===== src/include/chtr_defs.svh =====
/*
 * Offsets, field positions, reset values and codes for the card host test registers.
 * Assumes a word-addressed APB-style register port with 32-bit data.
 */
`ifndef CHTR_DEFS_SVH
`define CHTR_DEFS_SVH

// Register byte offsets
`define CHTR_TEST_CONTROL_OFS 12'h100
`define CHTR_INPUT_CAPTURE_OFS 12'h104
`define CHTR_OUTPUT_DRIVE_OFS 12'h108
// Implemented widths
`define CHTR_TCR_W 4
`define CHTR_ITIP_W 6
`define CHTR_ITOP_W 12
// Reset values
`define CHTR_TCR_RST 4'h0
`define CHTR_ITIP_RST 1'h0
`define CHTR_ITOP_RST 12'h000
// Test control fields
`define CHTR_INTEGRATION_TEST_ENABLE_BIT 0
`define CHTR_FTEST_LO 1
`define CHTR_FTEST_HI 2
`define CHTR_REGISTER_PROTECTION_BYPASS_BIT 3
// Input capture fields
`define CHTR_DCLR_BIT 0
`define CHTR_DATIN_LO 1
`define CHTR_DATIN_HI 4
`define CHTR_CMDIN_BIT 5
// Output drive fields
`define CHTR_INTRA_HI 5
`define CHTR_DATOUT_LO 6
`define CHTR_DATOUT_HI 9
`define CHTR_CMDOUT_BIT 10
`define CHTR_POWER_BIT 11
// Pattern written into the FIFO by a read in loop-back test mode
`define CHTR_FIFO_PATTERN 32'ha5a5_5a5a

`endif


===== src/include/chtr_pkg.sv =====
/*
 * Types shared by the card host test register block.
 * Assumes chtr_defs.svh is on the include path.
 */
`default_nettype none
package chtr_pkg;
	// FIFO test mode codes
	typedef enum logic [1:0] {
		CHTR_FT_NORMAL = 2'b00,
		CHTR_FT_READ = 2'b01,
		CHTR_FT_RSVD = 2'b10,
		CHTR_FT_LOOP = 2'b11
	} chtr_ftest_t;

	// Intra-chip output group
	typedef struct packed {
		logic dma_last_burst_request;
		logic dma_last_single_request;
		logic dma_burst_request;
		logic dma_single_request;
		logic interrupt_line_one;
		logic interrupt_line_zero;
	} chtr_intra_t;

	// Card-bus output group
	typedef struct packed {
		logic card_power_output;
		logic command_line_output;
		logic [3:0] card_data_outputs;
	} chtr_card_t;

	// Whole state of the block
	typedef struct packed {
		logic register_protection_bypass;
		chtr_ftest_t fifo_test_select;
		logic integration_test_enable;
		logic dma_clear_stored;
		chtr_card_t card_drive;
		chtr_intra_t intra_drive;
		logic [31:0] prdata;
	} chtr_state_t;
endpackage : chtr_pkg
`default_nettype wire


===== src/design/chtr_regs.sv =====
/*
 * Integration test registers of a memory card host: test control, input capture and output drive,
 * plus the test multiplexers on intra-chip and card-bus signals and the data-port FIFO gating.
 * Assumes an APB master on the register side and synchronous inputs on sys_clk.
 */
`include "chtr_defs.svh"
`default_nettype none
module chtr_regs
	import chtr_pkg::*;
(
	input wire logic sys_clk,
	input wire logic sys_rst,
	// APB slave
	input wire logic psel,
	input wire logic penable,
	input wire logic pwrite,
	input wire logic [11:2] paddr,
	input wire logic [31:0] pwdata,
	output logic [31:0] prdata,
	output logic pready,
	output logic pslverr,
	// Data-port access strobes from the host's APB decode
	input wire logic fifo_data_port_read,
	input wire logic fifo_data_port_write,
	input wire logic direction_transmit,
	input wire logic [31:0] fifo_data_port_wdata,
	input wire logic [31:0] fifo_read_data,
	output logic [31:0] fifo_data_port_rdata,
	output logic fifo_pop,
	output logic fifo_push,
	output logic [31:0] fifo_push_data,
	// Protection bypass for the host's access guard
	output logic register_protection_bypass,
	// Intra-chip signals
	input wire logic dma_clear_input,
	output logic dma_clear_internal,
	input wire chtr_intra_t intra_functional,
	output chtr_intra_t intra_out,
	// Card-bus signals
	input wire logic command_line_input,
	input wire logic [3:0] card_data_inputs,
	input wire chtr_card_t card_functional,
	output chtr_card_t card_out,
	input wire logic command_output_enable_n_func,
	input wire logic data0_output_enable_n_func,
	input wire logic upper_data_output_enable_n_func,
	output logic command_output_enable_n,
	output logic data0_output_enable_n,
	output logic upper_data_output_enable_n
);
	chtr_state_t st_r; // Registered state
	chtr_state_t st_nxt; // Next state
	logic wr_en; // APB write in access phase
	logic rd_en; // APB read in setup phase, data ready at access
	logic ten; // Integration test enable
	logic [31:0] rd_word; // Read mux
	logic [2:0] oe_func_n; // Functional enables: command in bit 2, data 0 in bit 1, upper data in bit 0
	logic [2:0] oe_pad_n; // Enables after the test multiplexers, low drives the pad

	// Byte offset match on word address
	function automatic logic hit(input logic [11:2] a, input logic [11:0] ofs);
		hit = (a == ofs[11:2]);
	endfunction : hit

	assign ten = st_r.integration_test_enable;
	// A write lands at the access edge; read data is fetched at the setup edge
	assign wr_en = psel && penable && pwrite;
	assign rd_en = psel && !penable && !pwrite;
	// No wait states, no errors: unmapped reads give zero
	assign pready = 1'b1;
	assign pslverr = 1'b0;
	assign prdata = st_r.prdata;
	assign register_protection_bypass = st_r.register_protection_bypass;

	// Test multiplexers on the outputs and the DMA clear input
	always_comb begin
		intra_out = ten ? st_r.intra_drive : intra_functional;
		card_out = ten ? st_r.card_drive : card_functional;
		dma_clear_internal = ten ? st_r.dma_clear_stored : dma_clear_input;
	end

	// One test multiplexer per card line enable; forced low so test values reach the pads
	assign oe_func_n = {command_output_enable_n_func, data0_output_enable_n_func, upper_data_output_enable_n_func};
	for (genvar g = 0; g < 3; g++) begin : g_oe_mux
		assign oe_pad_n[g] = ten ? 1'b0 : oe_func_n[g];
	end
	assign command_output_enable_n = oe_pad_n[2];
	assign data0_output_enable_n = oe_pad_n[1];
	assign upper_data_output_enable_n = oe_pad_n[0];

	// Data-port gating per FIFO test mode; reserved code behaves as normal
	always_comb begin
		fifo_data_port_rdata = fifo_read_data;
		fifo_push_data = fifo_data_port_wdata;
		fifo_pop = 1'b0;
		fifo_push = 1'b0;
		unique case (st_r.fifo_test_select)
			CHTR_FT_READ: begin
				fifo_pop = fifo_data_port_read;
				fifo_push = fifo_data_port_write && direction_transmit;
			end
			CHTR_FT_LOOP: begin
				fifo_pop = fifo_data_port_read;
				// A read also pushes the fixed pattern; a write still pushes its data
				fifo_push = fifo_data_port_read || fifo_data_port_write;
				fifo_push_data = fifo_data_port_read ? `CHTR_FIFO_PATTERN : fifo_data_port_wdata;
			end
			default: begin
				fifo_pop = fifo_data_port_read && !direction_transmit;
				fifo_push = fifo_data_port_write && direction_transmit;
			end
		endcase
		// A refused read returns zero rather than whatever the FIFO port shows
		if (fifo_data_port_read && !fifo_pop) begin
			fifo_data_port_rdata = 32'h0000_0000; // Read has no effect
		end
	end

	// Register read mux
	always_comb begin
		rd_word = 32'h0000_0000;
		if (hit(paddr, `CHTR_TEST_CONTROL_OFS)) begin
			rd_word[`CHTR_REGISTER_PROTECTION_BYPASS_BIT] = st_r.register_protection_bypass;
			rd_word[`CHTR_FTEST_HI:`CHTR_FTEST_LO] = st_r.fifo_test_select;
			rd_word[`CHTR_INTEGRATION_TEST_ENABLE_BIT] = st_r.integration_test_enable;
		end else if (hit(paddr, `CHTR_INPUT_CAPTURE_OFS)) begin
			rd_word[`CHTR_CMDIN_BIT] = command_line_input;
			rd_word[`CHTR_DATIN_HI:`CHTR_DATIN_LO] = card_data_inputs;
			rd_word[`CHTR_DCLR_BIT] = dma_clear_internal;
		end else if (hit(paddr, `CHTR_OUTPUT_DRIVE_OFS)) begin
			rd_word[`CHTR_POWER_BIT:`CHTR_DATOUT_LO] = st_r.card_drive;
			// Intra bits show the live mux outputs only in test mode, otherwise the stored value
			rd_word[`CHTR_INTRA_HI:0] = ten ? intra_out : st_r.intra_drive;
		end
	end

	// Next-state logic
	always_comb begin
		st_nxt = st_r;
		// Latched at the setup edge, so the word stands through the whole access phase
		if (rd_en) begin
			st_nxt.prdata = rd_word;
		end
		if (wr_en && hit(paddr, `CHTR_TEST_CONTROL_OFS)) begin
			st_nxt.register_protection_bypass = pwdata[`CHTR_REGISTER_PROTECTION_BYPASS_BIT];
			st_nxt.fifo_test_select = chtr_ftest_t'(pwdata[`CHTR_FTEST_HI:`CHTR_FTEST_LO]);
			st_nxt.integration_test_enable = pwdata[`CHTR_INTEGRATION_TEST_ENABLE_BIT];
		end
		// Input bits 5:1 have no storage, so writes to them simply vanish
		if (wr_en && hit(paddr, `CHTR_INPUT_CAPTURE_OFS)) begin
			st_nxt.dma_clear_stored = pwdata[`CHTR_DCLR_BIT];
		end
		if (wr_en && hit(paddr, `CHTR_OUTPUT_DRIVE_OFS)) begin
			st_nxt.card_drive = pwdata[`CHTR_POWER_BIT:`CHTR_DATOUT_LO];
			st_nxt.intra_drive = pwdata[`CHTR_INTRA_HI:0];
		end
	end

	// State register
	// Reset clears test mode and all other state at once, so the pads fall back to functional control
	always_ff @(posedge sys_clk or posedge sys_rst) begin
		if (sys_rst) begin
			st_r <= '0;
		end else begin
			st_r <= st_nxt;
		end
	end

	// Assertions
	// Test multiplexers: the functional path when off, the written value when on
	a_dclr_mux: assert property (@(posedge sys_clk) disable iff (sys_rst)
		!ten |-> dma_clear_internal == dma_clear_input)
		else $error("dma clear mux wrong");
	a_dclr_test: assert property (@(posedge sys_clk) disable iff (sys_rst)
		wr_en && hit(paddr, `CHTR_INPUT_CAPTURE_OFS) && ten
		|=> dma_clear_internal == $past(pwdata[`CHTR_DCLR_BIT]))
		else $error("stored dma clear not driven");
	a_intra_drive: assert property (@(posedge sys_clk) disable iff (sys_rst)
		wr_en && hit(paddr, `CHTR_OUTPUT_DRIVE_OFS) && ten |=> intra_out == $past(pwdata[`CHTR_INTRA_HI:0]))
		else $error("intra output not driven");
	a_card_drive: assert property (@(posedge sys_clk) disable iff (sys_rst)
		wr_en && hit(paddr, `CHTR_OUTPUT_DRIVE_OFS) && ten
		|=> card_out == $past(pwdata[`CHTR_POWER_BIT:`CHTR_DATOUT_LO]))
		else $error("card output not driven");
	// Card lines must not move while a test value is held
	a_card_hold: assert property (@(posedge sys_clk) disable iff (sys_rst)
		ten && !(wr_en && hit(paddr, `CHTR_OUTPUT_DRIVE_OFS)) && !(wr_en && hit(paddr, `CHTR_TEST_CONTROL_OFS))
		|=> $stable(card_out))
		else $error("card output moved without a write");
	a_intra_follow: assert property (@(posedge sys_clk) disable iff (sys_rst)
		!ten |-> intra_out == intra_functional)
		else $error("intra output not functional");
	a_card_follow: assert property (@(posedge sys_clk) disable iff (sys_rst)
		!ten |-> card_out == card_functional)
		else $error("card output not functional");
	a_oe_forced: assert property (@(posedge sys_clk) disable iff (sys_rst)
		ten |-> !command_output_enable_n && !data0_output_enable_n && !upper_data_output_enable_n)
		else $error("output enables not forced");
	a_oe_follow: assert property (@(posedge sys_clk) disable iff (sys_rst)
		!ten |-> command_output_enable_n == command_output_enable_n_func
		&& data0_output_enable_n == data0_output_enable_n_func
		&& upper_data_output_enable_n == upper_data_output_enable_n_func)
		else $error("output enables not functional");
	// Register writes and read-back
	a_tcr_write: assert property (@(posedge sys_clk) disable iff (sys_rst)
		wr_en && hit(paddr, `CHTR_TEST_CONTROL_OFS)
		|=> register_protection_bypass == $past(pwdata[`CHTR_REGISTER_PROTECTION_BYPASS_BIT]))
		else $error("protection bypass not stored");
	a_bypass_hold: assert property (@(posedge sys_clk) disable iff (sys_rst)
		!(wr_en && hit(paddr, `CHTR_TEST_CONTROL_OFS)) |=> $stable(register_protection_bypass))
		else $error("protection bypass moved without a write");
	a_tcr_fields: assert property (@(posedge sys_clk) disable iff (sys_rst)
		wr_en && hit(paddr, `CHTR_TEST_CONTROL_OFS)
		|=> ten == $past(pwdata[`CHTR_INTEGRATION_TEST_ENABLE_BIT])
		&& st_r.fifo_test_select == $past(pwdata[`CHTR_FTEST_HI:`CHTR_FTEST_LO]))
		else $error("test control fields not stored");
	a_tcr_read: assert property (@(posedge sys_clk) disable iff (sys_rst)
		rd_en && hit(paddr, `CHTR_TEST_CONTROL_OFS)
		|=> prdata == {28'h0, $past(register_protection_bypass), 2'($past(st_r.fifo_test_select)), $past(ten)})
		else $error("test control read wrong");
	a_itip_read: assert property (@(posedge sys_clk) disable iff (sys_rst)
		rd_en && hit(paddr, `CHTR_INPUT_CAPTURE_OFS)
		|=> prdata == {26'h0, $past(command_line_input), $past(card_data_inputs), $past(dma_clear_internal)})
		else $error("input capture read wrong");
	a_card_read: assert property (@(posedge sys_clk) disable iff (sys_rst)
		rd_en && hit(paddr, `CHTR_OUTPUT_DRIVE_OFS)
		|=> prdata[`CHTR_POWER_BIT:`CHTR_DATOUT_LO] == $past(st_r.card_drive))
		else $error("card drive read wrong");
	a_intra_read_on: assert property (@(posedge sys_clk) disable iff (sys_rst)
		rd_en && hit(paddr, `CHTR_OUTPUT_DRIVE_OFS) && ten |=> prdata[`CHTR_INTRA_HI:0] == $past(intra_out))
		else $error("intra read not from mux");
	a_intra_read_off: assert property (@(posedge sys_clk) disable iff (sys_rst)
		rd_en && hit(paddr, `CHTR_OUTPUT_DRIVE_OFS) && !ten |=> prdata[`CHTR_INTRA_HI:0] == $past(st_r.intra_drive))
		else $error("intra read not from storage");
	a_unmapped_zero: assert property (@(posedge sys_clk) disable iff (sys_rst)
		rd_en && !hit(paddr, `CHTR_TEST_CONTROL_OFS) && !hit(paddr, `CHTR_INPUT_CAPTURE_OFS)
		&& !hit(paddr, `CHTR_OUTPUT_DRIVE_OFS) |=> prdata == 32'h0000_0000)
		else $error("unmapped read nonzero");
	a_reserved_zero: assert property (@(posedge sys_clk) disable iff (sys_rst)
		prdata[31:12] == 20'h0)
		else $error("reserved bits nonzero");
	a_prdata_hold: assert property (@(posedge sys_clk) disable iff (sys_rst)
		!rd_en |=> $stable(prdata))
		else $error("read data moved outside a read");
	// Data-port gating
	a_pop_normal: assert property (@(posedge sys_clk) disable iff (sys_rst)
		st_r.fifo_test_select == CHTR_FT_NORMAL && direction_transmit |-> !fifo_pop)
		else $error("pop in transmit");
	a_push_normal: assert property (@(posedge sys_clk) disable iff (sys_rst)
		st_r.fifo_test_select == CHTR_FT_NORMAL && !direction_transmit |-> !fifo_push)
		else $error("push in receive");
	a_rx_pop: assert property (@(posedge sys_clk) disable iff (sys_rst)
		st_r.fifo_test_select == CHTR_FT_NORMAL && fifo_data_port_read && !direction_transmit |-> fifo_pop)
		else $error("receive read did not pop");
	a_tx_push: assert property (@(posedge sys_clk) disable iff (sys_rst)
		st_r.fifo_test_select == CHTR_FT_NORMAL && fifo_data_port_write && direction_transmit |-> fifo_push)
		else $error("transmit write did not push");
	// Reserved code behaves as normal mode
	a_rsvd_normal: assert property (@(posedge sys_clk) disable iff (sys_rst)
		st_r.fifo_test_select == CHTR_FT_RSVD && direction_transmit |-> !fifo_pop)
		else $error("reserved code popped in transmit");
	a_idle_quiet: assert property (@(posedge sys_clk) disable iff (sys_rst)
		!fifo_data_port_read && !fifo_data_port_write |-> !fifo_pop && !fifo_push)
		else $error("fifo strobe without access");
	a_skip_zero: assert property (@(posedge sys_clk) disable iff (sys_rst)
		fifo_data_port_read && !fifo_pop |-> fifo_data_port_rdata == 32'h0000_0000)
		else $error("refused read returned data");
	a_pop_data: assert property (@(posedge sys_clk) disable iff (sys_rst)
		fifo_pop |-> fifo_data_port_rdata == fifo_read_data)
		else $error("popped data not returned");
	a_pop_test: assert property (@(posedge sys_clk) disable iff (sys_rst)
		st_r.fifo_test_select == CHTR_FT_READ && fifo_data_port_read |-> fifo_pop)
		else $error("test read did not pop");
	a_read_mode_write: assert property (@(posedge sys_clk) disable iff (sys_rst)
		st_r.fifo_test_select == CHTR_FT_READ && !direction_transmit |-> !fifo_push)
		else $error("read test mode pushed in receive");
	a_loop_pattern: assert property (@(posedge sys_clk) disable iff (sys_rst)
		st_r.fifo_test_select == CHTR_FT_LOOP && fifo_data_port_read
		|-> fifo_pop && fifo_push && fifo_push_data == `CHTR_FIFO_PATTERN)
		else $error("loop read pattern missing");
	a_loop_write: assert property (@(posedge sys_clk) disable iff (sys_rst)
		st_r.fifo_test_select == CHTR_FT_LOOP && fifo_data_port_write |-> fifo_push)
		else $error("loop write dropped");
	a_push_data: assert property (@(posedge sys_clk) disable iff (sys_rst)
		fifo_push && !fifo_data_port_read |-> fifo_push_data == fifo_data_port_wdata)
		else $error("pushed data not the write data");
endmodule : chtr_regs
`default_nettype wire


===== config.mk =====
export PLATFORM = sky130hd
export DESIGN_NAME = chtr_regs
export DESIGN_NICKNAME = d
export VERILOG_FILES = /design/src/include/chtr_pkg.sv /design/src/design/chtr_regs.sv
export VERILOG_INCLUDE_DIRS = /design/src /design/src/include
export SDC_FILE = /design/constraint.sdc
export NUM_CORES = 1
export LEC_CHECK = 0
export BUFFER_PORTS_ARGS = -buffer_cell sky130_fd_sc_hd__buf_2
export CAP_MARGIN = 20
export CORE_AREA = 2 2 97 99
export CTS_CLUSTER_SIZE = 28
export DETAILED_ROUTE_END_ITERATION = 10
export DIE_AREA = 0 0 99 101
export GPL_TIMING_DRIVEN = 0
export HOLD_SLACK_MARGIN = 0.1
export PLACE_DENSITY = 0.59
export SLEW_MARGIN = 20
export SYNTH_ARGS = -nofsm -noshare
export SYNTH_HDL_FRONTEND = slang
export SYNTH_SLANG_ARGS = --single-unit

===== constraint.sdc =====
create_clock -name sys_clk -period 1.9 [get_ports sys_clk]
set_input_delay 0.095 -clock sys_clk [delete_from_list [all_inputs] [get_ports sys_clk]]
set_output_delay 0.095 -clock sys_clk [all_outputs]
set_load 0.02 [all_outputs]

# [Word level (Yosys, flattened, before mapping)]
# Cells that the tools add are included.
# W data, S select, Z words.
[word_totals] reg_bits=29
[classes] eq_ne=5 mux=17 reduce_logical=16
[ops] cell="$mux W32" n=3
[ops] cell="$eq A10 B7 Y1 const B" n=3
[ops] cell="$mux W6" n=5
[ops] cell="$mux W12" n=1
[ops] cell="$logic_and A1 B1 Y1" n=10
[ops] cell="$mux W8" n=1
[ops] cell="$mux W1" n=6
[ops] cell="$logic_not A1 Y1" n=4
[ops] cell="$mux W4" n=1
[ops] cell="$eq A2 B1 Y1 const B" n=1
[ops] cell="$eq A2 B2 Y1 const B" n=1
[ops] cell="$reduce_or A2 Y1" n=1
[ops] cell="$logic_or A1 B1 Y1" n=1

# [Logic depth before layout (Yosys ltp)]
# Gate-level depths: netlist (run 1).
[depth] depth_word=6 mapped_depth=6 depth_no_buf=4

# [Worst setup path before layout (run 1)]
# No wires, ideal clock.
[synth_timing] kind="register -> output" from="register st_r (netlist bit ten)" to="output dma_clear_internal" t_arrival_ns=1.364 required_time_ns=1.805 setup_slack_ns=0.441 stages_incl_launch_ff=4 path_buffers=2 cell_sequence="dfrtp_1 -> clkbuf_1 -> buf_1 -> mux2_2"
[synth_between] elab_chain_cells=1
[synth_lines] item="start: declaration" line="chtr_regs.sv:51" rtl="chtr_state_t st_r;"
[synth_lines] item="start signal: assignment" line="chtr_regs.sv:165" rtl="st_r <= st_nxt;"
[synth_lines] item="$mux W1" line="chtr_regs.sv:79" rtl="dma_clear_internal = ten ? st_r.dma_clear_stored : dma_clear_input;"
[synth_lines] item="end: declaration" line="chtr_regs.sv:36" rtl="output logic dma_clear_internal,"
# No other way between the ends.

# [Worst setup path in the final report (run 1)]
[layout_timing] from="register st_r[46] (netlist bit)" to="output fifo_push_data[9]"
[layout_between] elab_chain_cells=2
[layout_lines] item="$eq A2 B2 Y1" line="chtr_regs.sv:97" rtl="unique case (st_r.fifo_test_select)"
[layout_lines] item="$mux W32" line="chtr_regs.sv:97"
[layout_lines] item="end: declaration" line="chtr_regs.sv:31" rtl="output logic [31:0] fifo_push_data,"
# No other way between the ends.

==> results.md, run 1 <==
* Syn Std Cell Area at between 2000 and 2500 µm²
* Critical Path Start Type: register
* Core area at around 9000 µm²
* Drt via density at 4.04
* Post-layout net count at about 630
* Hold crit path type: in2reg
* Hold worst-path end: prdata[5]$_DFFE_PP0P_
* Worst-margin pin slew at 0.591 ns
* R2R cell count at 4
* Final WL at 8340 µm
* Worst slew margin at about three fifths
* Top-area cell type share of the netlist area at between 30% and 40%
* Syn_area_per_cell at 9.07 µm²
* Gr ovfl total at 0
* Cell breakdown of the critical path: nand3_1 -> clkbuf_1 -> nand2b_1 -> buf_2
* Area contributors post-synth: dfrtp_1 33%, and2_1 14%, buf_4 11%
* Final worst path period share at between 90% and 100%
* Initial antenna violation count at 0
* Worst setup EP type: primary output
* Clock transition at path regs at approximately 0.06 ns
* Starting Density at between 20% and 30%
* Die ar. at 10000 µm²
* Slowest stage cell, crit path: dfrtp_1
* YS warnings at 0
* Routability Congestion at between 0.8 and 0.9
* Final Hold Fails at 0
* Slew Viols, Final at 0
* Netlist cell types at 28
* Max Fclk at between 500 and 600 MHz
* H-tree depth at 2
* Global Route Usage Sum at roughly 16%
* Die width at around 100 µm
* NetSw at approximately 540 µW
* Antenna Nets Post-Route at 0
* Finished layout cell area at around 3700 µm²
* Peak supply drop at about 190 µV
* Critical Path AT at around 1.6 ns
* Tmin final at 1.71 ns
* Post-synthesis register bit count at 29
* Fin util at about two fifths
* Crit-path max FO at 10
* TNS Setup at 0 ns
* Cell Area, Placed at 3480 µm²
* Clk_skew at roughly 0.0029 ns
* Flop pwr share at 35.6%
* RSZ-0062 raised after global routing: false
* Syn Inst Count at between 200 and 250
* Row Count at 35
* Largest net degree at the start of global routing at 30
* Clk pwr share at 31.2%
* WS Path Type: reg2out
* Cell Pwr Density at 471 nW/µm²
* Clock root buffer: clkbuf_8
* FFs w/ async S/R, synth at 100%
* Pint at approximately 1200 µW
* DRC at 0
* Crit path largest cell delay at 0.45 ns
* First-pass GRT wire length at ~12000 µm
* Sequential area share after synthesis at around 33%
* # IOs at ~250
* Status: completed
* Switching share of power at between 30 and 40%
* Cell with the most instances after synthesis: and2_1
* Drt first pass iters at 4
* RR Endpoint: prdata[0]$_DFFE_PP0P_
* WP data required at around 1.8 ns
* EDFF count, synth at 0
* Synth cell count leaders: 50 x and2_1, 34 x buf_4, 29 x dfrtp_1, 21 x nand2_1, 20 x mux2_2
* DR vias at 2441
* Layout cells sized above 1 at between 50% and 60%
* Clock sink total at 29
* Static leakage at between 0.002 and 0.0025 µW
* Ys flop type: dfrtp_1
* Worst-Skew Late Latency at about 0.28 ns
* Reg2Reg Setup Slack at 0.71 ns
* Antenna diodes at 0
* Drt wl/cell at ~14 µm
* WHS at about 0.18 ns
* Port-buffer cells at 208
* Worst Hold Depth at 3
* P&R area growth vs syn at 66.8%
* Initial DRC count at 52
* Die height at approximately 100 µm
* CTS tree: built
* Max-cap violations at 0
* Setup Viol. Count Final at 0
* Max clock buf depth at 2
* Post-DP HPWL at roughly 7200 µm
* Comb pwr share at 33.2%
* TritonCTS buffer count at 5
* Yosys top cell by area: dfrtp_1
* Vias in the first global route at around 2400
* Min-delay src: command_line_input
* Worst R2R Start: ten$_DFFE_PP0P_
logic make-up after synthesis:
logic type | after synthesis | synth area share, %
other | 2 | 0.338
and+or+nand+nor | 109 | 28.3
buffers and inverters | 50 | 14.7
DFF | 29 | 32.7
muxes | 33 | 18.2
AOI/OAI and AO/OA | 22 | 5.80
critical path: cells and delay by family, from the launching register on:
kind	cells	cell delay, ns
buf+inv	2	0.54
flops	1	0.45
simple gates	2	0.35
flip-flops by register name, summed over array words and instances (netlist names):
name	cells
register_protection_bypass	1
ten	1
prdata	12
st_r	15
power groups by stage:
| stage | logic, µW | registers [µW] | clock network (µW) |
|---|---|---|---|
| after floorplan | 327 | 632 | 0 |
| after global placement | 556 | 632 | 0 |
| after detailed placement | 557 | 632 | 0 |
| after CTS | 581 | 621 | 561 |
| after global routing | 628 | 621 | 589 |
| final | 580 | 622 | 545 |
placed cells by master (no fill, tap or decap), drive strengths merged:
master and count:
nand2b 17, mux2 30, inv 2, nand3 2, clkinv 1, dlygate4sd3 13
conb 22, o31ai 2, nand2 21, a22oi 3, nor4 1, and4b 1
a21oi 4, buf 247, dfrtp 29, clkbuf 15, o21ai 11, a21boi 1
nor2 8, nand4 3, mux2i 3, nor2b 5, a2bb2oi 1, and3b 1
and2 50
what timing repair did:
item                                    CTS  global route
resized for setup                         1             1
endpoints found under the setup margin    7             6
setup buffers                             0             0
endpoints found under the hold margin    15            29
hold buffers                             12             1
per-layer routing:
| layer | share of wire (%) | up-vias | routed length (µm) | GRT usage (%) |
|---|---|---|---|---|
| met5 | 0 | - | 0 | 0 |
| met1 | 38 | 1087 | 3200 | 17.3 |
| li1 | - | 1235 | - | - |
| met2 | 55 | 113 | 4570 | 30.7 |
| met3 | 5.8 | 6 | 483 | 2.08 |
| met4 | 1.0 | 0 | 85 | 3.79 |
how the worst max path moves through the flow:
stage,endpoint,slack [ns],depth (start not counted),start
global route,fifo_data_port_rdata[25],0.04,5,st_r[46]$_DFFE_PP0P_
finish,fifo_push_data[9],0.19,4,st_r[46]$_DFFE_PP0P_
floorplan,dma_clear_internal,0.44,3,ten$_DFFE_PP0P_
global placement,dma_clear_internal,0.04,4,ten$_DFFE_PP0P_
detailed placement,dma_clear_internal,-0.002,4,ten$_DFFE_PP0P_
CTS,dma_clear_internal,0.04,3,ten$_DFFE_PP0P_
metrics by stage:
stage	instances	setup WS [ns]	total power, µW
4_1_cts	603	0.0416	1760
6_report	604	0.186	1750
5_1_grt	604	0.0383	1840
3_3_place_gp	584	0.0361	1190
2_1_floorplan	265	0.441	958
3_5_place_dp	584	-0.00240	1190
cell type report:
cell class,instances,area [µm²]
fill,959,5270
multi-input combinational,186,1240
timing repair buffer,221,1170
sequential,29,727
buffer,47,317
tap,111,139
clock buffer,7,96.3
inverter,2,7.51
clock inverter,1,5.00
(Power assumes the default switching activity.)
==> run 2, diff against run 1 <==
--- a/config.mk
+++ b/config.mk
@@ -8,13 +8,14 @@
 export LEC_CHECK = 0
 export BUFFER_PORTS_ARGS = -buffer_cell sky130_fd_sc_hd__buf_2
 export CAP_MARGIN = 20
-export CORE_AREA = 2 2 97 99
+export CORE_AREA = 2 2 99 101
+export CTS_BUF_LIST = sky130_fd_sc_hd__clkbuf_8
 export CTS_CLUSTER_SIZE = 28
 export DETAILED_ROUTE_END_ITERATION = 10
-export DIE_AREA = 0 0 99 101
+export DIE_AREA = 0 0 101 103
 export GPL_TIMING_DRIVEN = 0
 export HOLD_SLACK_MARGIN = 0.1
-export PLACE_DENSITY = 0.59
+export PLACE_DENSITY = 0.57
 export SLEW_MARGIN = 20
 export SYNTH_ARGS = -nofsm -noshare
 export SYNTH_HDL_FRONTEND = slang
==> results.md, run 2 (same netlist as run 1, synthesis figures left out) <==
* Status: completed
* RSZ-0062 raised after global routing: false
* Clock sink total at 29
* Worst-Skew Late Latency at approximately 0.28 ns
* Antenna diodes at 0
* Slew Viols, Final at 0
* Most common cell after layout, fill and taps aside: buf_2
* Worst-margin pin slew at 0.601 ns
* WHS at 0.184 ns
* Post-CTS setup buffer count at 0
* DRC at 0
* Post-DP HPWL at approximately 6500 µm
* Clk_skew at ~0.0039 ns
* Initial DRC count at 20
* Final Hold Fails at 0
* TritonCTS buffer count at 5
* Setup Viol. Count Final at 0
* First-pass GRT wire length at ~11000 µm
* Commonest non-fill, non-tap cells in the layout: 212 x buf_2, 50 x and2_1, 34 x buf_4, 28 x dfrtp_1, 22 x conb_1
* Post-layout net count at 628
* Finished layout cell area at about 3700 µm²
* Crit-path max FO at 10
* Max-cap violations at 0
* Routability Congestion at around 0.85
* TNS Setup at 0 ns
* Non-Filler Instances at 608
* Drt first pass iters at 4
* Largest net degree at the start of global routing at 16
* Cell Pwr Density at between 400 and 500 nW/µm²
* Die width at about 100 µm
* Antenna Nets Post-Route at 0
* WP data required at roughly 1.8 ns
* Core area at 9460 µm²
* H-tree depth at 2
* Final worst path period share at 89.8%
* Drt via density at just under 4
* CTS tree: built
* Clock root buffer: clkbuf_8
* Critical Path AT at roughly 1.6 ns
* FILL cells at between 1000 and 1500
* Peak supply drop at 229 µV
* Row Count at 36
* WS Path Type: reg2out
* Cell Area, Placed at about 3500 µm²
* Power after layout at 1670 µW
* Die ar. at between 10000 and 15000 µm²
* Critical Path Start Type: register
* Reg with most FFs: st_r
* Port-buffer cells at between 200 and 250
* R2R cell count at 4
* Global Route Usage Sum at approximately an eighth
* Max Fclk at 586 MHz
* Layout cells sized above 1 at around 58%
* Gr ovfl total at 0
* Final WL at between 7000 and 8000 µm
* Initial antenna violation count at 0
* Dpl cells at slightly below 600
* Max clock buf depth at 2
* Vias in the first global route at roughly 2300
* Worst slew margin at between 50% and 60%
* Tmin final at approximately 1.7 ns
* Worst Hold Depth at 3
* Starting Density at a little under a quarter
* Clock transition at path regs at roughly 0.06 ns
* # IOs at roughly 250
* Drt wl/cell at 12.3 µm
* P&R area growth vs syn at 66.8%
* Hold crit path type: in2reg
* Worst setup EP type: primary output
* Die height at 103 µm
* Max FFs per register at 15
* Static leakage at 0.00214 µW
* DR vias at about 2400
[run 2: changes by cell type in the layout (fill, tap and decap cells not counted), sizes merged]
cell,change
clkbuf,-2
buf,+1
clkinv,+1
inv,+1
[run 2: worst max-delay path, stage by stage (launching register included)]
cell      delay [ns]
dfrtp_1         0.43
inv_1           0.08
nand3_1         0.18
clkbuf_1        0.29
and2_1          0.19
buf_2           0.17
[run 2: cell type report]
class / instances / area (µm²) / share of cell area, %
timing repair buffer: 222 / 1190 / 32.0
multi-input combinational: 186 / 1240 / 33.6
tap: 114 / 143 / 3.85
clock buffer: 5 / 68.8 / 1.86
buffer: 47 / 317 / 8.54
clock inverter: 3 / 13.8 / 0.371
inverter: 2 / 7.51 / 0.202
sequential: 29 / 727 / 19.6
[run 2: timing repair]
| action | CTS | global route |
|---|---|---|
| endpoints found under the setup margin | 6 | 1 |
| resized for setup | 1 | 1 |
| pin swaps | 0 | 0 |
| hold buffers | 13 | 0 |
| endpoints found under the hold margin | 31 | 0 |
[run 2: layer usage]
layer  vias to the layer above  track usage, %  wire length [µm]
met4                         0            3.85                79
met2                       112            24.8              3950
met1                      1066            15.3              2890
met3                         5            2.37               568
met5                         -               0                 0
li1                       1236               -                 -
[run 2: power breakdown]
group          switching, µW  total [µW]  internal, µW  leakage (µW)
Clock                    221         468           247     0.0000491
Sequential              1.82         621           619      0.000404
Combinational            315         578           264       0.00169
Total                    537        1670          1130       0.00214
[run 2: path summary, 6_finish.rpt]
check	to	slack, ns	startpoint
max in group asynchronous	ten$_DFFE_PP0P_	0.94	sys_rst
hold / removal	prdata[5]$_DFFE_PP0P_	0.18	command_line_input
setup / recovery	fifo_data_port_rdata[30]	0.19	st_r[46]$_DFFE_PP0P_
setup reg to reg	prdata[0]$_DFFE_PP0P_	0.75	ten$_DFFE_PP0P_
min in group asynchronous	prdata[11]$_DFFE_PP0P_	0.43	sys_rst
hold reg to reg	prdata[5]$_DFFE_PP0P_	0.48	prdata[5]$_DFFE_PP0P_
[run 2: through the flow]
step | setup slack [ns] | utilization, %
2_1_floorplan | 0.441 | -
3_3_place_gp | 0.0372 | 36.8
3_5_place_dp | 0.0322 | 37.0
5_1_grt | 0.0555 | 39.2
6_report | 0.194 | 39.2
4_1_cts | 0.0675 | 39.2
